## config.mk

```make
export PLATFORM = sky130hd
export DESIGN_NAME = sstfb_core
export DESIGN_NICKNAME = d
export VERILOG_FILES = /design/src/core/sstfb_pkg.sv /design/src/core/sstfb_zone_if.sv /design/src/core/sstfb_poll.sv /design/src/core/sstfb_out.sv /design/src/core/sstfb_core.sv
export SDC_FILE = /design/constraint.sdc
export NUM_CORES = 1
export LEC_CHECK = 0
export ABC_CLOCK_PERIOD_IN_PS = 3800
export CAP_MARGIN = 20
export CORE_MARGIN = 4
export CORE_UTILIZATION = 39
export CTS_CLUSTER_DIAMETER = 50
export CTS_CLUSTER_SIZE = 14
export DETAILED_ROUTE_END_ITERATION = 10
export DONT_BUFFER_PORTS = 1
export GPL_TIMING_DRIVEN = 1
export HOLD_SLACK_MARGIN = 0.12
export PLACE_DENSITY = 0.58
export SYNTH_ARGS = -nofsm -noshare
export SYNTH_HDL_FRONTEND = slang
export SYNTH_SLANG_ARGS = --single-unit
```

## constraint.sdc

```tcl
create_clock -name clk -period 3.8 [get_ports clk]
set_input_delay 0.19 -clock clk [delete_from_list [all_inputs] [get_ports clk]]
set_output_delay 0.19 -clock clk [all_outputs]
set_load 0.005 [all_outputs]
```

## src/core/sstfb_pkg.sv

```systemverilog
// ****************************************************************
// Shared constants of the safety status feedback block.
// ****************************************************************
package sstfb_pkg;
    // Clock and zone poll timing.
    localparam int CLK_NS     = 4;
    localparam int SETTLE_NS  = 20;
    localparam int SETTLE_CYC = (SETTLE_NS + CLK_NS - 1) / CLK_NS;
    localparam int ZID_W      = 4;
    localparam int DATA_W     = 32;
    localparam int AW         = 8;
    localparam int PIN_W      = 8;
    localparam int IRQ_W      = 3;

    // Register byte addresses.
    localparam logic [AW-1:0] REG_CTRL    = 8'h00;
    localparam logic [AW-1:0] REG_STAT    = 8'h04;
    localparam logic [AW-1:0] REG_IRQ_ST  = 8'h08;
    localparam logic [AW-1:0] REG_IRQ_CLR = 8'h0C;
    localparam logic [AW-1:0] REG_IRQ_EN  = 8'h10;
    localparam logic [DATA_W-1:0] CTRL_RST = 32'h0000_0000;

    // Control register fields.
    localparam int C_GUARD  = 0;
    localparam int C_MASTER = 1;
    localparam int C_SLAVE  = 2;
    localparam int C_PARAM  = 3;
    localparam int C_FBUS   = 4;
    localparam int C_ACTIVE = 5;
    localparam int C_NSLV   = 8;
    localparam int C_ID     = 12;

    // Status register fields.
    localparam int S_SAFE  = 0;
    localparam int S_CH1   = 1;
    localparam int S_CH2   = 2;
    localparam int S_CH2OE = 3;
    localparam int S_ZONE  = 4;
    localparam int S_GLMON = 5;
    localparam int S_ENC   = 6;
    localparam int S_GL    = 7;

    // Interrupt status fields.
    localparam int I_ACKERR = 0;
    localparam int I_ENC    = 1;
    localparam int I_SAFE   = 2;

    typedef enum logic [2:0]
    {
        P_IDLE   = 3'b001,
        P_WAIT   = 3'b010,
        P_SAMPLE = 3'b100
    } sstfb_poll_t;
endpackage : sstfb_pkg

```

## src/core/sstfb_zone_if.sv

```systemverilog
`timescale 1ns/1ns
// ****************************************************************
// Link between the core and the zone poller.
// ****************************************************************
interface sstfb_zone_if;
    logic                     enable;
    logic [sstfb_pkg::ZID_W-1:0] nslv;
    logic                     ack_in;
    logic                     active_in;
    logic                     all_safe;
    logic                     ack_err;
    logic [sstfb_pkg::ZID_W-1:0] sel;
    logic                     poll;
    modport ctl    (output enable, nslv, ack_in, active_in,
                    input all_safe, ack_err, sel, poll);
    modport poller (input enable, nslv, ack_in, active_in,
                    output all_safe, ack_err, sel, poll);
endinterface : sstfb_zone_if

```

## src/core/sstfb_poll.sv

```systemverilog
`timescale 1ns/1ns
// ****************************************************************
// Zone master poller: walks the slaves and gathers their answers.
// ****************************************************************
module sstfb_poll
    import sstfb_pkg::*;
(
    // Clock and reset.
    input  wire logic clk,
    input  wire logic rst_n,
    // Zone link.
    sstfb_zone_if.poller zif
);
    sstfb_poll_t      state;
    logic [ZID_W-1:0] idx;
    logic [3:0]       cnt;
    logic             acc_safe;
    logic             acc_act;
    logic             last_safe;
    logic             last_act;

    // Answer of the slave sampled now, folded into the round.
    assign last_safe = acc_safe & zif.ack_in;
    assign last_act  = acc_act & zif.active_in;

    // One round addresses every slave, waits out the pin
    // synchronisers and only then samples; a round result is published
    // as a whole so a slave dropping out mid-round is never masked.
    always_ff @(posedge clk or negedge rst_n)
    begin
        if (!rst_n)
        begin
            state        <= P_IDLE;
            idx          <= '0;
            cnt          <= '0;
            acc_safe     <= 1'b1;
            acc_act      <= 1'b1;
            zif.all_safe <= 1'b0;
            zif.ack_err  <= 1'b0;
            zif.sel      <= '0;
            zif.poll     <= 1'b0;
        end
        else
        begin
            zif.ack_err <= 1'b0;
            unique case (state)
                P_IDLE:
                begin
                    acc_safe <= 1'b1;
                    acc_act  <= 1'b1;
                    if (!zif.enable)
                    begin
                        zif.all_safe <= 1'b0;
                    end
                    else if (zif.nslv == '0)
                    begin
                        zif.all_safe <= 1'b1;
                    end
                    else
                    begin
                        idx      <= ZID_W'(1);
                        zif.sel  <= ZID_W'(1);
                        zif.poll <= 1'b1;
                        cnt      <= 4'(SETTLE_CYC);
                        state    <= P_WAIT;
                    end
                end
                P_WAIT:
                begin
                    cnt <= cnt - 4'h1;
                    if (cnt == 4'h1)
                    begin
                        state <= P_SAMPLE;
                    end
                end
                P_SAMPLE:
                begin
                    acc_safe <= last_safe;
                    acc_act  <= last_act;
                    zif.poll <= 1'b0;
                    if (idx >= zif.nslv || !zif.enable)
                    begin
                        zif.all_safe <= last_safe & last_act & zif.enable;
                        zif.ack_err  <= ~last_act & zif.enable;
                        state        <= P_IDLE;
                    end
                    else
                    begin
                        idx      <= idx + ZID_W'(1);
                        zif.sel  <= idx + ZID_W'(1);
                        zif.poll <= 1'b1;
                        cnt      <= 4'(SETTLE_CYC);
                        state    <= P_WAIT;
                    end
                end
            endcase
        end
    end
endmodule : sstfb_poll

```

## src/core/sstfb_out.sv

```systemverilog
`timescale 1ns/1ns
// ****************************************************************
// Dual-channel status output stage with parameter mode hold.
// ****************************************************************
module sstfb_out
    import sstfb_pkg::*;
(
    // Clock and reset.
    input  wire logic clk,
    input  wire logic rst_n,
    // Decided state.
    input  wire logic safe,
    input  wire logic enc_fault,
    input  wire logic gl,
    input  wire logic param,
    input  wire logic master,
    input  wire logic slave,
    // Channels.
    output logic      ch1,
    output logic      ch2_o,
    output logic      ch2_oe
);
    logic [2:0] snap;
    logic [2:0] next_out;
    logic       hold;

    assign hold = param & (slave | gl);

    // Pattern choice; an encoder fault overrides even a held safe state.
    always_comb
    begin
        if (hold)
        begin
            next_out = snap;
        end
        else if (safe && !param)
        begin
            next_out = 3'b101;
        end
        else if (gl)
        begin
            next_out = 3'b000;
        end
        else
        begin
            next_out = 3'b011;
        end
        if (enc_fault && next_out[2])
        begin
            next_out = gl ? 3'b000 : 3'b011;
        end
    end

    // Outputs and snapshot; the snapshot freezes on entry to parameter mode.
    always_ff @(posedge clk or negedge rst_n)
    begin
        if (!rst_n)
        begin
            {ch1, ch2_o, ch2_oe} <= 3'b011;
            snap                 <= 3'b011;
        end
        else
        begin
            {ch1, ch2_o, ch2_oe} <= next_out;
            if (!param)
            begin
                snap <= next_out;
            end
        end
    end
endmodule : sstfb_out

```

## src/core/sstfb_core.sv

```systemverilog
// The register addresses and strobed register access were left to the implementer.
`timescale 1ns/1ns
// Functional notes
// - PLC variant: safe high/low, else low/high
// - Zone slave or guard lock: hold outputs; held only in parameter mode
// - Guard lock: unsafe releases channel two
// - Guard lock only allowed for zone master
// - Fieldbus selection: no dynamization, no guard lock
// - Channel two switches low when asserted
// - Master polls each slave for acknowledgment
// - Master safe only when all axes safe
// - Inactive slave raises acknowledgment check error
// - Encoder fault never reports safe state
module sstfb_core
    import sstfb_pkg::*;
(
    // Clock and reset.
    input  wire logic              clk,
    input  wire logic              reset_n,
    // Register port.
    input  wire logic [AW-1:0]     reg_addr,
    input  wire logic [DATA_W-1:0] reg_wdata,
    input  wire logic              reg_wr,
    input  wire logic              reg_rd,
    output logic      [DATA_W-1:0] reg_rdata,
    output logic                   irq,
    // Own axis state from the motion monitor.
    input  wire logic              axis_safe,
    input  wire logic              encoder_fault,
    // Guard lock monitor pin.
    input  wire logic              guard_lock_monitor_in,
    // Status output channels.
    output logic                   safe_status_out_ch1,
    output logic                   safe_status_out_ch2_o,
    output logic                   safe_status_out_ch2_oe,
    // Zone bus, master side.
    output logic      [ZID_W-1:0]  zone_sel_out,
    output logic                   zone_poll_out,
    input  wire logic              zone_ack_bus_in,
    input  wire logic              zone_active_in,
    // Zone bus, slave side.
    input  wire logic [ZID_W-1:0]  zone_sel_in,
    input  wire logic              zone_poll_in,
    output logic                   zone_ack_bus_o,
    output logic                   zone_ack_bus_oe,
    output logic                   zone_active_o,
    output logic                   zone_active_oe
);
    // ****************************************************************
    // Reset and pin synchronisers.
    // ****************************************************************
    logic             rst_meta;
    logic             rst_n;
    logic [PIN_W-1:0] pin_meta;
    logic [PIN_W-1:0] pin_sync;
    logic             glmon_s;
    logic             ack_s;
    logic             act_s;
    logic             poll_s;
    logic [ZID_W-1:0] sel_s;

    // Reset is released through two flops so no flop sees a ragged edge.
    always_ff @(posedge clk or negedge reset_n)
    begin
        if (!reset_n)
        begin
            rst_meta <= 1'b0;
            rst_n    <= 1'b0;
        end
        else
        begin
            rst_meta <= 1'b1;
            rst_n    <= rst_meta;
        end
    end

    // The guard lock monitor and zone bus pins pass two flops before any logic looks at them.
    always_ff @(posedge clk or negedge rst_n)
    begin
        if (!rst_n)
        begin
            pin_meta <= '0;
            pin_sync <= '0;
        end
        else
        begin
            pin_meta <= {guard_lock_monitor_in, zone_ack_bus_in,
                         zone_active_in, zone_poll_in, zone_sel_in};
            pin_sync <= pin_meta;
        end
    end

    assign {glmon_s, ack_s, act_s, poll_s, sel_s} = pin_sync;

    // ****************************************************************
    // Registers.
    // ****************************************************************
    logic [DATA_W-1:0] ctrl;
    logic [IRQ_W-1:0]  irq_st;
    logic [IRQ_W-1:0]  irq_en;
    logic [IRQ_W-1:0]  irq_ev;
    logic [DATA_W-1:0] stat;

    // Control word and interrupt enable writes.
    always_ff @(posedge clk or negedge rst_n)
    begin
        if (!rst_n)
        begin
            ctrl   <= CTRL_RST;
            irq_en <= '0;
        end
        else if (reg_wr)
        begin
            if (reg_addr == REG_CTRL)
            begin
                ctrl <= reg_wdata;
            end
            if (reg_addr == REG_IRQ_EN)
            begin
                irq_en <= reg_wdata[IRQ_W-1:0];
            end
        end
    end

    // ****************************************************************
    // Configuration decode.
    // ****************************************************************
    logic             is_slave;
    logic             is_master;
    logic             cfg_param;
    logic             cfg_fbus;
    logic             cfg_active;
    logic             gl_eff;
    logic [ZID_W-1:0] cfg_nslv;
    logic [ZID_W-1:0] cfg_id;

    // A drive set both ways is taken as a slave, so a zone misconfigured
    // with two masters still ends up with at most one driving its output.
    assign is_slave   = ctrl[C_SLAVE];
    assign is_master  = ctrl[C_MASTER] & ~ctrl[C_SLAVE];
    assign cfg_param  = ctrl[C_PARAM];
    assign cfg_fbus   = ctrl[C_FBUS];
    assign cfg_active = ctrl[C_ACTIVE];
    assign cfg_nslv   = ctrl[C_NSLV +: ZID_W];
    assign cfg_id     = ctrl[C_ID +: ZID_W];

    // Guard lock drive needs the master role and no fieldbus selection;
    // the outputs are plain levels, never test-pulsed, in every mode.
    assign gl_eff = ctrl[C_GUARD] & is_master & ~cfg_fbus;

    // ****************************************************************
    // Zone polling.
    // ****************************************************************
    sstfb_zone_if zif ();
    logic safe_core;

    assign zif.enable    = is_master & cfg_active & ~cfg_param;
    assign zif.nslv      = cfg_nslv;
    assign zif.ack_in    = ack_s;
    assign zif.active_in = act_s;
    assign zone_sel_out  = zif.sel;
    assign zone_poll_out = zif.poll;

    sstfb_poll u_poll
    (
        .clk   (clk),
        .rst_n (rst_n),
        .zif   (zif.poller)
    );

    // Own axis must be safe and healthy; a master also needs every slave.
    assign safe_core = axis_safe & ~encoder_fault & cfg_active
                     & (~is_master | zif.all_safe);

    // Slave answers only while addressed, otherwise it releases the line.
    always_ff @(posedge clk or negedge rst_n)
    begin
        if (!rst_n)
        begin
            zone_ack_bus_o  <= 1'b0;
            zone_ack_bus_oe <= 1'b0;
            zone_active_o   <= 1'b0;
            zone_active_oe  <= 1'b0;
        end
        else
        begin
            zone_ack_bus_oe <= is_slave & poll_s & (sel_s == cfg_id);
            zone_active_oe  <= is_slave & poll_s & (sel_s == cfg_id);
            zone_ack_bus_o  <= safe_core;
            zone_active_o   <= cfg_active;
        end
    end

    // ****************************************************************
    // Output stage.
    // ****************************************************************
    sstfb_out u_out
    (
        .clk       (clk),
        .rst_n     (rst_n),
        .safe      (safe_core),
        .enc_fault (encoder_fault),
        .gl        (gl_eff),
        .param     (cfg_param),
        .master    (is_master),
        .slave     (is_slave),
        .ch1       (safe_status_out_ch1),
        .ch2_o     (safe_status_out_ch2_o),
        .ch2_oe    (safe_status_out_ch2_oe)
    );

    // ****************************************************************
    // Interrupts and read back.
    // ****************************************************************
    logic zone_ack_check_error;
    logic enc_d;
    logic ch1_d;

    assign zone_ack_check_error = zif.ack_err;

    // Edge history for the encoder and safe-state change events.
    always_ff @(posedge clk or negedge rst_n)
    begin
        if (!rst_n)
        begin
            enc_d <= 1'b0;
            ch1_d <= 1'b0;
        end
        else
        begin
            enc_d <= encoder_fault;
            ch1_d <= safe_status_out_ch1;
        end
    end

    assign irq_ev[I_ACKERR] = zone_ack_check_error;
    assign irq_ev[I_ENC]    = encoder_fault & ~enc_d;
    assign irq_ev[I_SAFE]   = safe_status_out_ch1 ^ ch1_d;

    // A new event wins over a clear written in the same cycle.
    always_ff @(posedge clk or negedge rst_n)
    begin
        if (!rst_n)
        begin
            irq_st <= '0;
        end
        else if (reg_wr && reg_addr == REG_IRQ_CLR)
        begin
            irq_st <= (irq_st & ~reg_wdata[IRQ_W-1:0]) | irq_ev;
        end
        else
        begin
            irq_st <= irq_st | irq_ev;
        end
    end

    assign irq = |(irq_st & irq_en);

    // Live state; the monitor input is forwarded by the controller.
    always_comb
    begin
        stat          = '0;
        stat[S_SAFE]  = safe_core;
        stat[S_CH1]   = safe_status_out_ch1;
        stat[S_CH2]   = safe_status_out_ch2_o;
        stat[S_CH2OE] = safe_status_out_ch2_oe;
        stat[S_ZONE]  = zif.all_safe;
        stat[S_GLMON] = glmon_s;
        stat[S_ENC]   = encoder_fault;
        stat[S_GL]    = gl_eff;
    end

    // Read data stand one cycle after the strobe; unmapped reads give zero.
    always_ff @(posedge clk or negedge rst_n)
    begin
        if (!rst_n)
        begin
            reg_rdata <= '0;
        end
        else if (reg_rd)
        begin
            unique case (reg_addr)
                REG_CTRL:   reg_rdata <= ctrl;
                REG_STAT:   reg_rdata <= stat;
                REG_IRQ_ST: reg_rdata <= {{(DATA_W-IRQ_W){1'b0}}, irq_st};
                REG_IRQ_EN: reg_rdata <= {{(DATA_W-IRQ_W){1'b0}}, irq_en};
                default:    reg_rdata <= '0;
            endcase
        end
        else
        begin
            reg_rdata <= '0;
        end
    end
endmodule : sstfb_core

```

==> results of run 1 <==
## critical path, stage by stage
cell and delay [ps]:
dlygate4sd3_1 600, or3b_4 440, dlygate4sd3_1 610, a21oi_1 120, dlygate4sd3_1 550
## per-layer routing
layer | vias up | part of all wire (%) | track usage, %
li1 | 1294 | - | -
met5 | - | 0 | 0
met2 | 97 | 48 | 21.91
met3 | 15 | 7.2 | 6.789
met1 | 1377 | 43 | 18.62
met4 | 0 | 1.8 | 6.419
## cell usage in the layout, fill, tap and decap left out, drive strengths merged, types with 8 or more instances in the layout
cell / synthesis / layout
clkinv: 0 / 8
inv: 13 / 13
mux2: 37 / 37
dlygate4sd3: 0 / 54
dfrtp: 108 / 108
clkbuf: 4 / 19
nor2: 17 / 17
and2: 25 / 25
a21oi: 13 / 13
nand2: 15 / 15
## final timing paths
path                                      startpoint                         to  slack [ps]
setup / recovery                         reg_addr[1]     reg_rdata[0]$_DFF_PN0_        1650
hold / removal                           reg_addr[4]      irq_en[1]$_DFFE_PN0P_         150
setup reg to reg           u_poll.idx[0]$_DFFE_PN0P_  u_poll.idx[3]$_DFFE_PN0P_        1680
hold reg to reg                pin_meta[5]$_DFF_PN0_      pin_sync[5]$_DFF_PN0_         340
max in group asynchronous            rst_n$_DFF_PN0_    reg_rdata[19]$_DFF_PN0_        2490
min in group asynchronous            rst_n$_DFF_PN0_       ctrl[10]$_DFFE_PN0P_         390
## cells in the mapped netlist (6+ instances only)
cell type  count  area, um^2
o21ai_0        6       30.03
mux2_1        31       349.1
nor2_1        17       63.81
nand3_1        6       30.03
mux2i_1        7       70.07
nand2_1       14       52.55
and2_1        25       156.4
inv_1         13       48.80
mux2_2         6       67.56
dfstp_2        7       183.9
a21oi_1       13       65.06
ha_1           7       87.58
dfrtp_1      108        2703
## final cells by class
type,count,area [um^2],share of cell area [%]
Inverter,13,48.80,0.8536
Multi-Input combinational cell,194,1496,26.18
Tap cell,143,178.9,3.130
Clock inverter,12,92.59,1.620
Timing Repair Buffer,57,566.8,9.915
Sequential cell,115,2890,50.56
Clock buffer,19,442.9,7.748
## state kept, by name, summed over array words and instances, names as in the netlist, 3 cells and up
name and count:
reg_rdata 32, u_poll.cnt 4, u_out.snap 3, irq_en 3, pin_meta 8, u_poll.idx 4
ctrl 32, pin_sync 8, u_poll.state 3, irq_st 3
## logic make-up after synthesis
family	after synthesis
mux	44
fa+ha+maj	7
simple gates	91
buf+inv	27
flops	115
xor+xnor	6
compound gates	45
other cells	1
## through the flow
step / power, mW / utilization, % / std cells / hold slack (ps)
2_1_floorplan: 1.521 / - / 336 / -105.6
3_3_place_gp: 1.548 / 40.72 / 467 / -105.5
3_5_place_dp: 1.560 / 40.72 / 467 / -105.5
4_1_cts: 3.065 / 50.18 / 552 / 122.8
5_1_grt: 3.169 / 50.28 / 553 / 138.6
6_report: 3.024 / 50.28 / 553 / 148.2
## report_power, final
part / internal, mW / switching, mW
sequential: 1.31 / 0.0626
combinational: 0.113 / 0.104
clock: 0.898 / 0.539
total: 2.32 / 0.705
## what timing repair did
| item | 4_1_cts | 5_1_grt |
|---|---|---|
| hold buffers | 54 | 0 |
| gates resized for setup | 0 | 0 |
| hold endpoints to repair | 88 | 0 |
| setup endpoints to repair | 0 | 0 |
==> flow_summary.json, run 1 <==
{
  "drt-initial-drc-count": 159,
  "fmax_mhz": 466.0,
  "synth_ff_type": "dfrtp_1",
  "drive_gt1_share_pct": 13.66,
  "io_buffer_count": 0,
  "start_kind": "input pin",
  "fin_crit_sh_pct": 56.47,
  "synthMuxAreaShare_pct": 10.77,
  "diodes": 0,
  "place_area_um2": 4629,
  "gp_congestion": 0.8186,
  "synth-adder-area-share_pct": 1.938,
  "syn-cell-area_um2": 4519,
  "area.growth.synth_to_final_pct": 26.49,
  "ir_worst_vdd_v": 0.0003010,
  "fillers": 999,
  "syn-num-nets": 397,
  "crit_type": "input pin to flop",
  "slew_viol_final": 0,
  "initial_core_util_pct": 39.75,
  "antenna_found_initial": 0,
  "grt_pass1_vias": 2833,
  "slew_headroom_pct": 44.57,
  "grt_use_total_pct": 14.76,
  "rsz0062_at_grt": "no",
  "power_density_nw_per_um2": 528.9,
  "synth-seq-cells": 115,
  "synth_enable_flop_cells": 0,
  "grt_max_degree": 57,
  "core_area_um2": 11370,
  "synth-seq-area-share_pct": 63.87,
  "clk_path_buf_depth": 2,
  "p_leak_nw": 2.676,
  "worst_slack_ps": 1654,
  "tightestPinTransition_ps": 828.5,
  "path_clk_slew_ps": 50,
  "ios": 99,
  "maxCapViolations": 0,
  "ys_types": 52,
  "nets": 459,
  "min_path_cells": 2,
  "cts_setup_buffers": 0,
  "setup_violations": 0,
  "min_period_ps": 2146,
  "post-route-cell-area_um2": 5717,
  "arrival_ps": 2500,
  "critPathRequiredTime_ps": 4150,
  "cts_tree": "built",
  "clkLatencyLatePin_ps": 410,
  "synth_top_family_by_area": "simple AND/OR/NAND/NOR gates",
  "outcome": "finished clean",
  "final_antenna_net_count": 0,
  "synth_compound_area_share_pct": 6.866,
  "synth_xor_area_share_pct": 1.163,
  "via_count": 2783,
  "drc_errors": 0,
  "yosys.area_share.simple_pct": 12.29,
  "critPathMaxFanout": 4,
  "grt_overflow": 0,
  "clock_sinks": 115,
  "numCtsBuffers": 17,
  "skew_ps": 7.550,
  "root_buffer": "clkbuf_16",
  "cp-end-kind": "flop",
  "wirelength_um": 9105,
  "ys_async_sr_fraction_pct": 100.0,
  "hold_violations": 0,
  "yosysWarnings": 0,
  "dr.pass1.iters": 4,
  "grt_first_pass_wirelength_um": 14750,
  "synthCells": 336,
  "r2r_cells": 6,
  "h-tree-depth": 4,
  "wl_per_cell_um": 16.46,
  "rows": 39,
  "hpwl_um": 5805,
  "dpl_worst_slack_ps": 1415,
  "avgSynthCellArea_um2": 13.45,
  "holdCritPathClass": "input pin to flop",
  "die_y_um": 115.6,
  "dieArea_um2": 13370,
  "viasPerCell": 5.033,
  "fp.dieW_um": 115.6,
  "setup_tns_ps": 0
}
(Power assumes the default switching activity.)
==> run 2, diff against run 1 <==
ABC_CLOCK_PERIOD_IN_PS = 1900   (was 3800)
PLACE_DENSITY = 0.6   (was 0.58)
clock period = 1.9 ns   (was 3.8 ns; I/O delays follow)
==> run 2 against run 1 <==
  * Critical path depth increased by 1
  * Clock skew rose by 1.1 ps
  * Wire length is 5.0% higher
  * Combinational power rose by 120%
  * Non-clock buffer count increased by 19
  * First-iteration DRC count increased by 81%
  * Final area rose by 4.9%
  * Clock power rose by 120%
  * Sequential cell count did not move
  * Cell count grew 3.6%
  * Total power rose by 110%
  * Largest cell class unchanged
==> flow_summary.json, run 2 (synthesized netlist as in run 1, its figures left out) <==
{
  "arrival_ps": 2150,
  "setup_tns_ps": 0,
  "switching_share_pct": 21.91,
  "path_clk_slew_ps": 50,
  "fin_crit_sh_pct": 97.43,
  "place_area_um2": 4778,
  "ios": 99,
  "clk_path_buf_depth": 2,
  "cp_top_family": "buffers and inverters",
  "slowest_stage": "dlygate4sd3_1",
  "path_buf_inv": 3,
  "dieArea_um2": 13370,
  "drt-initial-drc-count": 288,
  "drc_errors": 0,
  "p_switching_mw": 1.407,
  "h-tree-depth": 4,
  "rsz0062_at_grt": "no",
  "reg.largest.list": "ctrl x32, reg_rdata x32",
  "via_count": 2849,
  "outcome": "finished clean",
  "core_area_um2": 11370,
  "gp_congestion": 0.8012,
  "tightestPinTransition_ps": 673.1,
  "hold_violations": 0,
  "die_y_um": 115.6,
  "start_kind": "input pin",
  "fmax_mhz": 540.2,
  "clock_sinks": 115,
  "power_density_nw_per_um2": 1072,
  "min_period_ps": 1851,
  "p_leak_nw": 2.809,
  "slew_viol_final": 0,
  "path_cells": "dlygate4sd3_1 -> nor4b_4 -> buf_4 -> nand4_1 -> dlygate4sd3_1 -> a22o_1",
  "cp-end-kind": "flop",
  "io_buffer_count": 0,
  "dp.cells": 483,
  "final_antenna_net_count": 0,
  "cts_tree": "built",
  "p_comb_share_pct": 7.4,
  "critPathRequiredTime_ps": 2190,
  "root_buffer": "clkbuf_16",
  "total_power_mw": 6.424,
  "critPathMaxFanout": 7,
  "initial_core_util_pct": 39.75,
  "drive_gt1_share_pct": 17.67,
  "antenna_found_initial": 0,
  "wirelength_um": 9564,
  "wl_per_cell_um": 16.69,
  "rows": 39,
  "grt_use_total_pct": 15.03,
  "nets": 478,
  "layout_commonest_cell": "dfrtp_1",
  "grt_pass1_vias": 2956,
  "grt_max_degree": 60,
  "viasPerCell": 4.972,
  "grt_overflow": 0,
  "crit_type": "input pin to flop",
  "worst_path_most_repeated_cell": "dlygate4sd3_1",
  "holdCritPathClass": "input pin to flop",
  "ir_worst_vdd_v": 0.0008253,
  "diodes": 0,
  "clkLatencyLatePin_ps": 410,
  "fp.dieW_um": 115.6,
  "max_stage_delay_ps": 690,
  "skew_ps": 8.659,
  "layout_common_cells": "dfrtp_1, dlygate4sd3_1, mux2_1",
  "dr.pass1.iters": 4,
  "maxCapViolations": 0,
  "post-route-cell-area_um2": 5995,
  "setup_violations": 0,
  "dpl_worst_slack_ps": 52.12,
  "area.growth.synth_to_final_pct": 32.64,
  "slew_headroom_pct": 54.98,
  "final_cells": 573,
  "numCtsBuffers": 17,
  "grt_first_pass_wirelength_um": 15210,
  "p_int_mw": 5.016,
  "pwr-share-clk_pct": 50.2,
  "hpwl_um": 6341,
  "seq_power_share_pct": 42.5,
  "worst_slack_ps": 48.78
}
## run 2: cell types whose count changed in the layout (fill, tap and decap cells not counted), moves of 2 or more
cell	before	now
clkbuf_1	1	3
bufinv_16	1	3
dlygate4sd3_1	54	58
clkinv_2	8	3
buf_4	2	16
buf_12	0	2
clkbuf_8	1	3
## run 2: repair_timing
action | in CTS | in global routing
setup endpoints to repair | 0 | 2
setup buffers | 0 | 0
hold buffers | 58 | 0
endpoints found under the hold margin | 88 | 0
resized for setup | 0 | 6
## run 2: routing by layer
| layer | up-vias | wire, um | global-route usage (%) |
|---|---|---|---|
| li1 | 1339 | - | - |
| met1 | 1400 | 4122 | 18.97 |
| met2 | 94 | 4676 | 22.96 |
| met3 | 16 | 561 | 5.431 |
| met4 | 0 | 204 | 7.502 |
| met5 | - | 0 | 0 |
## run 2: final timing paths
| path | startpoint | endpoint | slack, ps | cells after the start |
|---|---|---|---|---|
| worst min register to register | rst_n$_DFF_PN0_ | u_poll.idx[0]$_DFFE_PN0P_ | 230 | 0 |
| worst min-delay path | reg_wr | irq_st[0]$_DFF_PN0_ | 160 | 4 |
| worst max-delay path | reg_addr[4] | irq_st[1]$_DFF_PN0_ | 50 | 6 |
| max in group asynchronous | rst_n$_DFF_PN0_ | u_out.snap[0]$_DFFE_PN1N_ | 1060 | 1 |
| worst max register to register | ctrl[9]$_DFFE_PN0P_ | u_poll.zif.all_safe$_DFFE_PN0P_ | 90 | 6 |
| min in group asynchronous | rst_n$_DFF_PN0_ | u_poll.idx[0]$_DFFE_PN0P_ | 230 | 0 |
## run 2: worst min-delay path, stage by stage
cell and delay, ps:
nor4b_4 110, buf_4 140, nand4_1 80, a21o_1 110
## run 2: power groups by stage
| stage | clock network (mW) | logic [mW] | registers, mW |
|---|---|---|---|
| floorplan | 0 | 0.282 | 2.76 |
| global placement | 0 | 0.351 | 2.76 |
| detailed placement | 0 | 0.369 | 2.77 |
| CTS | 3.30 | 0.479 | 2.73 |
| global route | 3.42 | 0.544 | 2.75 |
| finish | 3.22 | 0.473 | 2.73 |
## run 2: area by class of cell
| cell class | count | area, um^2 |
|---|---|---|
| Fill cell | 931 | 5375 |
| Sequential cell | 115 | 2890 |
| Multi-Input combinational cell | 194 | 1529 |
| Timing Repair Buffer | 76 | 740.7 |
| Clock buffer | 23 | 478.0 |
| Tap cell | 143 | 178.9 |
| Clock inverter | 9 | 128.9 |
| Inverter | 13 | 48.80 |
## run 2: per-stage QoR
stage                     util [%]  hold slack, ps
after floorplan                  -          -200.6
after global placement       42.03          -200.5
after detailed placement     42.03          -200.5
after CTS                    52.47           138.7
after global routing         52.72           165.1
final                        52.72           161.1
==> run 3, diff against run 2 <==
MAX_ROUTING_LAYER = met4   (was unset)
==> run 3 against run 2 <==
  * Global-route usage rose by 0.47 points
  * Largest cell class unchanged
  * Register-to-register slack barely moved
  * Combinational power barely moved
  * Final area did not move
  * Critical path depth did not move
  * Non-clock buffer count did not move
  * Cell count did not move
  * Sequential cell count did not move
==> flow_summary.json, run 3 (synthesized netlist as in run 1, its figures left out) <==
{
  "layout_common_cells": "dfrtp_1, dlygate4sd3_1, mux2_1",
  "grt_overflow": 0,
  "p_comb_share_pct": 7.4,
  "min_period_ps": 1848,
  "dp.cells": 483,
  "power_density_nw_per_um2": 1072,
  "whs_ps": 161.0,
  "ff2ff_setup_slack_ps": 90,
  "critPathRequiredTime_ps": 2200,
  "root_buffer": "clkbuf_16",
  "grt_max_degree": 60,
  "reg.largest.list": "ctrl x32, reg_rdata x32",
  "tightestPinTransition_ps": 677.8,
  "grt_most_used_layer": "met2",
  "slew_headroom_pct": 54.67,
  "fin_crit_sh_pct": 97.28,
  "switching_share_pct": 21.95,
  "h-tree-depth": 4,
  "critPathMaxFanout": 7,
  "hpwl_um": 6341,
  "clk_path_buf_depth": 2,
  "gp_congestion": 0.8128,
  "arrival_ps": 2140,
  "setup_violations": 0,
  "skew_ps": 9.836,
  "place_area_um2": 4778,
  "grt_use_total_pct": 15.51,
  "grtUsageMet3_pct": 5.326,
  "final_antenna_net_count": 0,
  "min-delay-start": "reg_wr",
  "grt_pass1_vias": 2963,
  "p_leak_nw": 2.809,
  "antenna_found_initial": 0,
  "drive_gt1_share_pct": 17.67,
  "p_switching_mw": 1.411,
  "die_y_um": 115.6,
  "core_area_um2": 11370,
  "clkLatencyLatePin_ps": 410,
  "diodes": 0,
  "post-route-cell-area_um2": 5995,
  "clock_sinks": 115,
  "worst_path_most_repeated_cell": "dlygate4sd3_1",
  "final_cells": 573,
  "path_clk_slew_ps": 50,
  "dr.pass1.iters": 4,
  "slowest_stage": "dlygate4sd3_1",
  "r2r_cells": 6,
  "min_path_cells": 4,
  "dieArea_um2": 13370,
  "max_stage_delay_ps": 690,
  "numCtsBuffers": 17,
  "rows": 39,
  "seq_power_share_pct": 42.4,
  "drc_errors": 0,
  "wl_per_cell_um": 16.70,
  "via_count": 2858,
  "setup_tns_ps": 0,
  "use_met2_pct": 22.88,
  "io_buffer_count": 0,
  "path_cells": "dlygate4sd3_1 -> nor4b_4 -> buf_4 -> nand4_1 -> dlygate4sd3_1 -> a22o_1",
  "cp-end-kind": "flop",
  "rsz0062_at_grt": "no",
  "initial_core_util_pct": 39.75,
  "crit_type": "input pin to flop",
  "slew_viol_final": 0,
  "hold_violations": 0,
  "nets": 478,
  "grt_first_pass_wirelength_um": 15230,
  "pwr-share-clk_pct": 50.2,
  "drt-initial-drc-count": 337,
  "ir_worst_vdd_v": 0.0008222,
  "ios": 99,
  "viasPerCell": 4.988,
  "area.growth.synth_to_final_pct": 32.64,
  "maxCapViolations": 0,
  "gr-usage-met1_pct": 19.14,
  "outcome": "finished clean",
  "holdCritPathClass": "input pin to flop",
  "fp.dieW_um": 115.6,
  "fmax_mhz": 541.1,
  "holdPathEnd": "irq_st[0]$_DFF_PN0_",
  "p_int_mw": 5.017,
  "layout_commonest_cell": "dfrtp_1",
  "cts_tree": "built",
  "reg2reg_from": "ctrl[9]$_DFFE_PN0P_",
  "wirelength_um": 9571,
  "start_kind": "input pin",
  "reg2reg_to": "u_poll.zif.all_safe$_DFFE_PN0P_"
}
==> run 3: cell counts in the layout (fill, tap and decap cells not counted) <==
Identical to the previous run, type by type.
==> run 3: final cells by class <==
cell class,instances,area [um^2]
clock buffer,23,478.0
clock inverter,9,128.9
fill,931,5375
inverter,13,48.80
multi-input combinational,194,1529
sequential,115,2890
tap,143,178.9
timing repair buffer,76,740.7
==> run 3: per-layer routing <==
layer / share of wire, % / vias to the layer above
li1: - / 1338
met1: 43 / 1417
met2: 49 / 89
met3: 5.9 / 14
met4: 2.2 / 0
met5: 0 / -
==> run 3: timing repair <==
| action | in CTS | in global routing |
|---|---|---|
| setup buffers | 0 | 0 |
| hold buffers | 58 | 0 |
| resized for setup | 0 | 6 |
| endpoints found under the setup margin | 0 | 2 |
| hold endpoints to repair | 88 | 0 |
==> run 3: worst max-delay path by stage <==
stage / depth (start not counted) / startpoint / endpoint / slack (ps)
after detailed placement: 5 / ctrl[8]$_DFFE_PN0P_ / u_poll.idx[3]$_DFFE_PN0P_ / 50
final: 6 / reg_addr[4] / irq_st[1]$_DFF_PN0_ / 50
after CTS: 5 / ctrl[8]$_DFFE_PN0P_ / u_poll.idx[3]$_DFFE_PN0P_ / 20
after global routing: 6 / ctrl[9]$_DFFE_PN0P_ / u_poll.idx[3]$_DFFE_PN0P_ / 0.2
after global placement: 5 / ctrl[8]$_DFFE_PN0P_ / u_poll.idx[3]$_DFFE_PN0P_ / 100
after floorplan: 5 / ctrl[11]$_DFFE_PN0P_ / u_poll.zif.all_safe$_DFFE_PN0P_ / -20
==> run 3: worst max-delay path: cells and delay by family <==
kind	cells	cell delay, ps
compound gates	1	170
buf+inv	3	1450
simple gates	2	420
==> run 3: stage by stage <==
| step | utilization, % | setup WS, ps | total power, mW |
|---|---|---|---|
| after floorplan | - | -17.43 | 3.042 |
| final | 52.72 | 51.76 | 6.428 |
| after CTS | 52.47 | 17.64 | 6.505 |
| after global placement | 42.03 | 104.8 | 3.110 |
| after global routing | 52.72 | 0.2154 | 6.713 |
| after detailed placement | 42.03 | 52.12 | 3.136 |
==> run 3: power by group through the flow <==
stage	Clock [mW]	Sequential [mW]	Combinational [mW]
6_report	3.23	2.73	0.473
5_1_grt	3.42	2.75	0.544
4_1_cts	3.30	2.73	0.479
3_5_place_dp	0	2.77	0.369
3_3_place_gp	0	2.76	0.351
2_1_floorplan	0	2.76	0.282
